<file path="src/core/pao_cfg.svh">
// Purpose: constants for the phase accumulator oscillator
// Assumes: included by bare name from the package only; the core files use its macros without including it
// Notes: codes follow the clock source and pulse width fields
`ifndef PAO_CFG_SVH
`define PAO_CFG_SVH

// =====================================================
// widths and reset values
`define PAO_ACC_W 20
`define PAO_ACC_RST 20'h00000
`define PAO_INC_RST 20'h00000
`define PAO_WSEL_W 3
`define PAO_CKS_W 4
`define PAO_CKS_SRC_N 11

// =====================================================
// timing: when enabled, increment buffer loads on second synth clock edge after low byte write; when disabled, it tracks the holding value
`define PAO_INC_LOAD_EDGES 2'h2

`endif

</file>
<file path="src/core/pao_pkg.sv">
// Purpose: types for the phase accumulator oscillator
// Assumes: pao_cfg.svh sits beside this file
// Notes: constants live in the header, types here
`include "pao_cfg.svh"

package pao_pkg;

  typedef logic [`PAO_ACC_W-1:0] pao_word_t;

  // =====================================================
  // clock source codes
  typedef enum logic [`PAO_CKS_W-1:0] {
    PAO_CKS_SYS = 4'h0,
    PAO_CKS_HFI = 4'h1,
    PAO_CKS_LFI = 4'h2,
    PAO_CKS_MFI = 4'h3,
    PAO_CKS_MFI4 = 4'h4,
    PAO_CKS_SEC = 4'h5,
    PAO_CKS_REF = 4'h6,
    PAO_CKS_LC1 = 4'h7,
    PAO_CKS_LC2 = 4'h8,
    PAO_CKS_LC3 = 4'h9,
    PAO_CKS_LC4 = 4'hA
  } pao_cks_t;

  // =====================================================
  // increment load sequencer states
  typedef enum logic [1:0] {
    PAO_LD_IDLE = 2'b00,
    PAO_LD_WAIT = 2'b01
  } pao_ld_state_t;

endpackage : pao_pkg

</file>
<file path="src/core/pao_core.sv">
// Purpose: numerically controlled oscillator with 20-bit phase accumulator
// Assumes: clock sources are synchronous levels sampled on mclk_in
// Notes: a synth clock edge is a rising edge of the selected source level
`timescale 1ns/100ps

module pao_core
  import pao_pkg::*;
#(
  parameter int ACC_W = `PAO_ACC_W,
  parameter int WSEL_W = `PAO_WSEL_W,
  parameter int SRC_N = `PAO_CKS_SRC_N
)
(
  input wire logic mclk_in,                    // module clock, 40 MHz
  input wire logic rst_n_in,                   // sync reset, active low
  input wire logic ce_in,                      // clock enable, freezes all state
  input wire logic enable_in,                  // module enable
  input wire logic pulse_mode_select_in,       // 1 pulse mode, 0 toggle mode
  input wire logic output_invert_in,           // output polarity
  input wire logic [WSEL_W-1:0] pulse_width_select_in, // pulse width code
  input wire logic [`PAO_CKS_W-1:0] clock_source_select_in, // source code
  input wire logic [SRC_N-1:0] clk_src_in,     // source levels, index = code
  input wire logic [7:0] wr_data_in,           // byte write data
  input wire logic increment_low_byte_we_in,   // write strobes
  input wire logic increment_high_byte_we_in,  // increment high
  input wire logic increment_upper_byte_we_in, // increment upper
  input wire logic accumulator_low_byte_we_in, // accumulator low
  input wire logic accumulator_high_byte_we_in, // accumulator high
  input wire logic accumulator_upper_byte_we_in, // accumulator upper
  output logic [ACC_W-1:0] increment_out,      // increment holding value
  output logic [ACC_W-1:0] accumulator_out,    // accumulator value
  output logic accumulator_carry_out,          // raw overflow, one-cycle pulse
  output logic overflow_flag_out,              // overflow request, one-cycle pulse
  output logic synth_out,                      // final output
  output logic out_status_out                  // output status mirror
);

  // =====================================================
  // state
  logic [ACC_W-1:0] inc_hold_r;
  logic [ACC_W-1:0] inc_hold_nxt;
  logic [ACC_W-1:0] inc_buf_r;
  logic [ACC_W-1:0] inc_buf_nxt;
  logic [ACC_W-1:0] acc_r;
  logic [ACC_W-1:0] acc_nxt;
  logic [1:0] ld_cnt_r;
  logic [1:0] ld_cnt_nxt;
  pao_ld_state_t ld_st_r;
  pao_ld_state_t ld_st_nxt;
  logic src_d_r;
  logic src_d_nxt;
  logic carry_r;
  logic carry_nxt;
  logic tog_r;
  logic tog_nxt;
  logic out_r;
  logic out_nxt;
  logic flag_r;
  logic flag_nxt;
  logic pin_r;
  logic pin_nxt;

  logic src_lvl;
  logic synth_edge;
  logic [ACC_W:0] sum;
  logic pulse_act;

  // =====================================================
  // clock source select
  // source mux
  assign src_lvl = (32'(clock_source_select_in) < SRC_N) ?
                   clk_src_in[clock_source_select_in] : 1'b0;
  assign synth_edge = enable_in & src_lvl & ~src_d_r;

  // =====================================================
  // adder
  // combinational adder
  assign sum = {1'b0, acc_r} + {1'b0, inc_buf_r};

  always_comb
  begin
    inc_hold_nxt = inc_hold_r;
    if (increment_low_byte_we_in)
      inc_hold_nxt[7:0] = wr_data_in;
    if (increment_high_byte_we_in)
      inc_hold_nxt[15:8] = wr_data_in;
    if (increment_upper_byte_we_in)
      inc_hold_nxt[ACC_W-1:16] = wr_data_in[ACC_W-17:0];

    acc_nxt = acc_r;
    carry_nxt = 1'b0;
    if (synth_edge)
    begin
      acc_nxt = sum[ACC_W-1:0];
      carry_nxt = sum[ACC_W];
    end
    if (accumulator_low_byte_we_in)
      acc_nxt[7:0] = wr_data_in;
    if (accumulator_high_byte_we_in)
      acc_nxt[15:8] = wr_data_in;
    if (accumulator_upper_byte_we_in)
      acc_nxt[ACC_W-1:16] = wr_data_in[ACC_W-17:0];
    if (!enable_in)
      carry_nxt = 1'b0;
    flag_nxt = carry_nxt;
    src_d_nxt = src_lvl;
  end

  // =====================================================
  // increment buffer load sequencer
  always_comb
  begin
    inc_buf_nxt = inc_buf_r;
    ld_st_nxt = ld_st_r;
    ld_cnt_nxt = ld_cnt_r;
    if (!enable_in)
    begin
      inc_buf_nxt = inc_hold_nxt;
      ld_st_nxt = PAO_LD_IDLE;
      ld_cnt_nxt = 2'h0;
    end
    else
    begin
      case (ld_st_r)
        PAO_LD_IDLE:
        begin
          if (increment_low_byte_we_in)
          begin
            ld_st_nxt = PAO_LD_WAIT;
            ld_cnt_nxt = 2'h0;
          end
        end
        PAO_LD_WAIT:
        begin
          if (synth_edge)
          begin
            ld_cnt_nxt = ld_cnt_r + 2'h1;
            if (ld_cnt_r + 2'h1 == `PAO_INC_LOAD_EDGES)
            begin
              inc_buf_nxt = inc_hold_r;
              ld_st_nxt = PAO_LD_IDLE;
            end
          end
          // a fresh low write restarts the wait, even on the load edge
          if (increment_low_byte_we_in)
          begin
            ld_st_nxt = PAO_LD_WAIT;
            ld_cnt_nxt = 2'h0;
          end
        end
        default:
        begin
          ld_st_nxt = PAO_LD_IDLE;
        end
      endcase
    end
  end

  // =====================================================
  // output stage
  pao_pulse_gen #(
    .WSEL_W(WSEL_W)
  ) u_pulse (
    .mclk_in(mclk_in),
    .rst_n_in(rst_n_in),
    .ce_in(ce_in),
    .clear_in(~enable_in),
    .advance_in(synth_edge),
    .start_in(sum[ACC_W]),
    .wsel_in(pulse_width_select_in),
    .active_out(pulse_act)
  );

  always_comb
  begin
    tog_nxt = tog_r;
    if (synth_edge && sum[ACC_W])
      tog_nxt = ~tog_r;
    if (!enable_in)
      tog_nxt = 1'b0;
    out_nxt = pulse_mode_select_in ? pulse_act : tog_r;
    if (!enable_in)
      out_nxt = 1'b0;
    pin_nxt = out_nxt ^ output_invert_in;
  end

  always_ff @(posedge mclk_in)
  begin
    if (!rst_n_in)
    begin
      inc_hold_r <= `PAO_INC_RST;
      inc_buf_r <= `PAO_INC_RST;
      acc_r <= `PAO_ACC_RST;
      ld_st_r <= PAO_LD_IDLE;
      ld_cnt_r <= 2'h0;
      src_d_r <= 1'b0;
      carry_r <= 1'b0;
      flag_r <= 1'b0;
      tog_r <= 1'b0;
      out_r <= 1'b0;
      pin_r <= 1'b0;
    end
    else if (ce_in)
    begin
      inc_hold_r <= inc_hold_nxt;
      inc_buf_r <= inc_buf_nxt;
      acc_r <= acc_nxt;
      ld_st_r <= ld_st_nxt;
      ld_cnt_r <= ld_cnt_nxt;
      src_d_r <= src_d_nxt;
      carry_r <= carry_nxt;
      flag_r <= flag_nxt;
      tog_r <= tog_nxt;
      out_r <= out_nxt;
      pin_r <= pin_nxt;
    end
  end

  // =====================================================
  // outputs
  // only holding value visible
  assign increment_out = inc_hold_r;
  assign accumulator_out = acc_r;
  assign accumulator_carry_out = carry_r;
  assign overflow_flag_out = flag_r;
  assign out_status_out = out_r;

  assign synth_out = pin_r;

endmodule : pao_core

</file>
<file path="src/core/pao_pulse_gen.sv">
// Purpose: pulse width counter for pulse output mode
// Assumes: advance_in marks a synth clock edge in the mclk domain
// Notes: width code n gives 2^n synth clock periods
`timescale 1ns/100ps

module pao_pulse_gen
  import pao_pkg::*;
#(
  parameter int WSEL_W = `PAO_WSEL_W
)
(
  input wire logic mclk_in,             // module clock
  input wire logic rst_n_in,            // sync reset, active low
  input wire logic ce_in,               // clock enable
  input wire logic clear_in,            // force idle
  input wire logic advance_in,          // synth clock edge strobe
  input wire logic start_in,            // carry seen on this edge
  input wire logic [WSEL_W-1:0] wsel_in, // width code
  output logic active_out               // pulse active
);

  logic [7:0] cnt_r;
  logic [7:0] cnt_nxt;
  logic act_r;
  logic act_nxt;
  logic [7:0] width_m1;

  assign width_m1 = 8'((9'h001 << wsel_in) - 9'h001);
  assign active_out = act_r;

  always_comb
  begin
    cnt_nxt = cnt_r;
    act_nxt = act_r;
    if (clear_in)
    begin
      cnt_nxt = 8'h00;
      act_nxt = 1'b0;
    end
    else if (advance_in)
    begin
      // restart on carry, width undefined if longer than carry period
      if (start_in)
      begin
        cnt_nxt = width_m1;
        act_nxt = 1'b1;
      end
      else if (cnt_r != 8'h00)
      begin
        cnt_nxt = cnt_r - 8'h01;
      end
      else
      begin
        act_nxt = 1'b0;
      end
    end
  end

  always_ff @(posedge mclk_in)
  begin
    if (!rst_n_in)
    begin
      cnt_r <= 8'h00;
      act_r <= 1'b0;
    end
    else if (ce_in)
    begin
      cnt_r <= cnt_nxt;
      act_r <= act_nxt;
    end
  end

endmodule : pao_pulse_gen

</file>
<file path="config.mk">
export PLATFORM = sky130hd
export DESIGN_NAME = pao_core
export DESIGN_NICKNAME = d
export VERILOG_FILES = /design/src/core/pao_pkg.sv /design/src/core/pao_core.sv /design/src/core/pao_pulse_gen.sv
export VERILOG_INCLUDE_DIRS = /design/src /design/src/core
export SDC_FILE = /design/constraint.sdc
export NUM_CORES = 1
export LEC_CHECK = 0
export BUFFER_PORTS_ARGS = -buffer_cell sky130_fd_sc_hd__buf_4
export CAP_MARGIN = 20
export CELL_PAD_IN_SITES_DETAIL_PLACEMENT = 0
export CELL_PAD_IN_SITES_GLOBAL_PLACEMENT = 2
export CORE_UTILIZATION = 34
export DETAILED_ROUTE_END_ITERATION = 8
export HOLD_SLACK_MARGIN = 0.05
export PLACE_DENSITY_LB_ADDON = 0.05
export RECOVER_POWER = 100
export SLEW_MARGIN = 40
export SYNTH_ARGS = -nofsm -noshare
export SYNTH_HDL_FRONTEND = slang
export SYNTH_SLANG_ARGS = --single-unit
export TNS_END_PERCENT = 50
</file>
<file path="constraint.sdc">
create_clock -name mclk_in -period 5.03 [get_ports mclk_in]
set_input_delay 1.006 -clock mclk_in [delete_from_list [all_inputs] [get_ports mclk_in]]
set_output_delay 1.006 -clock mclk_in [all_outputs]
set_load 0.1 [all_outputs]
</file>
* Word level (Yosys, flattened, before mapping)
Cells that the tools add are included.
Operators by class: add/sub/neg operators 4, order comparisons 2, eq/ne operators 12, shift operators 1, muxes and demuxes 39, bitwise logic cells 5, reductions and logical operators 15
Operators by type and width (number):
- 20-bit two-way mux | 5
- 8-bit two-way mux | 8
- 20-bit by 20-bit adder with 21-bit output | 1
- 2-bit two-way mux | 9
- 8-bit by 1-bit subtractor with 8-bit output, second input constant | 2
- 1-bit two-way mux | 12
- 4-bit AND reduction | 3
- 4-bit two-way mux | 2
- 2-bit by 1-bit inequality test with 1-bit output, second input constant | 4
- 4-bit inequality test, second input constant | 2
- 2-bit case mux with 2 select lines | 2
- 2-bit AND reduction | 4
- 8-bit nonzero test | 1
- 1-bit by 3-bit << shifter with 8-bit output, first input constant | 1
- 3-bit by 1-bit inequality test with 1-bit output, second input constant | 2
- 3-bit inequality test, second input constant | 2
- 3-bit AND reduction | 2
- 2-bit nonzero test | 3
- 4-bit by 5-bit < comparator with 1-bit output, second input constant | 1
- 1-bit binary-select mux with 4-bit select | 1
- 4-bit < comparator, second input constant | 1
- 2-bit by 1-bit adder with 2-bit output, second input constant | 1
- 1-bit AND | 2
- 2-bit by 1-bit == test with 1-bit output, second input constant | 1
- 5 further kinds | 6
Word-level totals: flip-flop bits (word level) 78, output and inout bits 44, logic and storage cells 92

* Longest topological paths before layout
depth in word-level cells 9, mapped depth 19, depth with buffers taken out 16

* By module
A second synthesis with hierarchy kept.
Second synthesis, totals: cell total of the unflattened synthesis 578, area total of the unflattened synthesis 4770.8 µm²
By module, submodules not included:
- pao_core | times used 1, cells an instance 505, area each 4165.2 µm², seq. area each 1361.3 µm²
- pao_pulse_gen | times used 1, cells an instance 73, area each 605.6 µm², seq. area each 180.2 µm²

* Worst setup path before layout
OpenSTA, ideal clock, no wires.
path kind reg-to-reg, start register acc_r[0], in the netlist accumulator_out[0], end register u_pulse.cnt_r[6], setup time 0.119 ns, data arrival time 3.926 ns, data required time 4.911 ns, path slack 0.985 ns, stages on the path, launching flop included 17, path buffers 3, period minus slack after synthesis 4.045 ns, path through dfxtp_1 -> ha_1 -> fa_1 -> a211oi_1 -> o21ai_1 -> nand2_1 -> a21o_1 -> o21a_1 -> buf_4 -> buf_4 -> a21oi_1 -> ha_1 -> clkbuf_1 -> or3b_2 -> and4b_1 -> o21ai_1 -> o21ai_1
Between the ends: word-level cells in the longest chain between the ends 4, elaborated cells between the ends (all ways) 6, those cells by class add/sub (1); eq/ne (1); mux (3); reduce/logical (1)
Ends and longest elaborated chain:
- start: declaration | line pao_core.sv:44 | logic [ACC_W-1:0] acc_r;
- start signal: assignment | line pao_core.sv:193 | acc_r <= `PAO_ACC_RST;
- start signal: assignment | line pao_core.sv:207 | acc_r <= acc_nxt;
- 20-bit by 20-bit adder with 21-bit output (*) | line pao_core.sv:78 | assign sum = {1'b0, acc_r} + {1'b0, inc_buf_r};
- 8-bit two-way mux | line pao_pulse_gen.sv:43 | if (start_in)
- 8-bit two-way mux | line pao_pulse_gen.sv:40 | else if (advance_in)
- 8-bit two-way mux | line pao_pulse_gen.sv:35 | if (clear_in)
- end signal: assignment | line pao_pulse_gen.sv:68 | cnt_r <= cnt_nxt;
- end: declaration | line pao_pulse_gen.sv:22 | logic [7:0] cnt_r;
Mark *: on every way between the ends. The rest lies on a longest branch, timed or not. The select of a mux whose other input is x is not followed. A chain may end at the register's enable or synchronous reset.

==> out/qor.csv <==
metric,value,unit
GRT Total Usage,0.1909,
DRC,0,
Critical Path Fanout Max,77,
PortBufs,81,
PD cells,320.5,nW/um^2
global placement routability congestion,0.8472,
max frequency,258.3,MHz
RSZ-0062 raised after global routing,no,
sequential area share after synthesis,0.3247,
# nets final,672,
initial antenna violation count,0,
Clock Path Buffers,2,
Worst EP required,5300,ps
CP Cell Sequence,clkbuf_1 > and2_0 > nor2b_1 > a31o_2 > o21ai_0 > o21ai_1,
leakage power,2.520,nW
largest net degree at the start of global routing,78,
clock power share,0.340,
Routed Wire Length,13260,um
HP Class,reg -> reg,
FP Rows,42,
Post-synth EDFFs,0,
skew final,3.920,ps
Final WS setup,1159,ps
Post-Syn Area,4747,um^2
die area,14440,um^2
Final Hold Viols,0,
fin cells,791,
"flops & latches, synth",77,
post-route ant nets,0,
synth cell count leaders,"nand2_1 (94), dfxtp_1 (77), a21oi_1 (32), mux2i_1 (32), o211a_1 (32)",
CTS Hold Bufs,0,
final setup fails,0,
Gate power share,0.276,
DR iter-0 viols,198,
IO Pins,82,
Worst-Margin Slew,3158,ps
Post-CTS Setup Inserts,0,
Int Pwr,1.136,mW
total number of vias,4221,
top cell type's share of synthesized area,0.3247,
Worst slew margin,-1.105,
worst skew pair latency,340,ps
sw power,628.2,uW
Area Growth Syn to Fin,15.92,%
Setup WS pre-CTS,1265,ps
top_reg_cell synth,dfxtp_1,
gr ovfl total,0,
CP arrival,4140,ps
drt wl/cell,16.77,um
Design Power,1.764,mW
ANT cells,0,
Final period util,0.7696,
Clock Sinks,77,
MaxCap Viol Count,1,
worst stage delay on the critical path,2190,ps
vias per cell,5.336,
Synth Area per Inst,8.584,um^2
H-tree depth,3,
most numerous cell in the Yosys netlist,nand2_1,
vias in the first global route,4056,
sw frac,0.3562,
Area contributors post-synth,"dfxtp_1 (32%), nand2_1 (7.4%), mux2i_1 (6.7%)",
placed cells,776,
setup total negative slack,0,ps
CTS root buf,clkbuf_16,
asr flop ratio synth,0,
Die X,120.2,um
violated checks,"capacitance limit, slew limit",
DP HPWL,9254,um
drt first pass iters,4,
Mapped Nets,614,
Unique masters post-synth,62,
cell family with most CP delay,buffers and inverters,
worst-path cell with the longest stage delay,clkbuf_1,
first-pass GRT wire length,21060,um
Finished Core Util,0.4090,
CP endpoint kind,flip-flop,
Syn Inst Count,553,
core area,13450,um^2
layout cells sized above 1,0.1187,
status,"complete, but fails checks",
peak supply drop,0.1695,mV
starting density of the core,0.3529,
Layout fillers,1446,
CTS buffer count,9,
YS warnings,0,
"Gates resized, CTS repair",0,
"area leader, netlist",dfxtp_1,
Tmin final,3871,ps
Critical Setup Path Class,in -> reg,
clk slew on worst S/H paths,60,ps
Critical Path Start Type,input port,
Worst Path Buf+Inv,1,
die span in y,120.2,um
Slew Limit Fails,78,
Sequential Power Share,0.383,
CTS tree,built,
## cells in the final DEF (no fill, tap or decap), types with 2 or more instances in the layout
master and instances:
a21o_4 3, ha_1 22, nand3b_1 2, o211ai_1 8
buf_4 38, clkbuf_1 48, mux2i_1 32, a21o_1 9
a211oi_1 4, dfxtp_1 77, nor2_1 15, clkinv_2 2
o21ai_1 4, a31o_2 2, o21ai_0 23, a21boi_0 22
inv_1 7, o211a_1 32, o21a_1 5, xnor2_1 11
mux4_2 2, a21oi_1 32, nor3b_1 2, clkbuf_16 9
nor2b_1 14, nor3_1 11, nand4_1 6, o31ai_1 2
xor2_1 8, o311ai_1 2, nand2b_1 5, nand3_1 18
nand2_1 94, o21bai_1 4, and3_1 3, nor2b_2 2
a31oi_1 8
## worst reg2reg max path, stage by stage (launching register included)
cell and delay, ps:
dfxtp_1 330, ha_1 250, fa_1 440, a211oi_1 280
o21ai_1 220, nand2_1 110, a21o_1 170, o21a_1 140
buf_4 240, mux2i_1 280, ha_1 370, or3b_2 490
and4b_1 190, o21ai_0 130, o21ai_1 80
## kinds of logic after synthesis
family	Yosys count	synth area share
xor+xnor	19	0.03506
compound gates	169	0.2638
simple gates	185	0.1874
mux	36	0.08171
buf+inv	44	0.04507
fa+ha+maj	23	0.06220
flops	77	0.3247
## layer usage
metal / vias up / routed length, um / GRT usage
li1: 2118 / - / -
met2: 92 / 6440 / 0.3323
met4: 0 / 199 / 0.04766
met5: - / 0 / 0
met1: 1997 / 5877 / 0.2281
met3: 14 / 747 / 0.05561
## flip-flops by register name, summed over array words and instances (netlist names), 2 cells and up
name / count
accumulator_out: 20
u_pulse.cnt_r: 8
inc_buf_r: 20
ld_cnt_r: 2
increment_out: 20
## through the flow
stage          hold WS, ps  cell area (um^2)
2_1_floorplan        442.4              4747
3_3_place_gp         462.7              5406
4_1_cts              481.0              5669
5_1_grt              502.5              5503
3_5_place_dp         470.8              5409
6_report             475.1              5503
## cell type report
type	instances	area, um^2	area share
clock buffers	13	250.2	0.04548
clock inverters	2	10.01	0.001819
inverters	8	30.03	0.005457
multi-input cells	432	2997	0.5446
flip-flops and latches	77	1541	0.2801
well taps	176	220.2	0.04002
repair buffers	83	454.2	0.08254
## worst paths after layout
path	slack (ps)	to	startpoint	cells past startpoint
worst max-delay path	1160	u_pulse.cnt_r[6]$_SDFFE_PN0P_	rst_n_in	6
worst max register to register	1200	u_pulse.cnt_r[6]$_SDFFE_PN0P_	accumulator_out[0]$_SDFFE_PN0P_	14
worst min register to register	480	u_pulse.cnt_r[7]$_SDFFE_PN0P_	u_pulse.cnt_r[7]$_SDFFE_PN0P_	1
worst min-delay path	480	u_pulse.cnt_r[7]$_SDFFE_PN0P_	u_pulse.cnt_r[7]$_SDFFE_PN0P_	1
## power groups by stage
stage | registers, mW | clock network (mW) | logic [mW]
after floorplan | 0.841 | 0 | 0.237
after global placement | 0.691 | 0 | 0.507
after detailed placement | 0.691 | 0 | 0.509
after CTS | 0.678 | 0.620 | 0.511
after global routing | 0.681 | 0.641 | 0.525
final | 0.676 | 0.600 | 0.487
(Power assumes the default switching activity.)
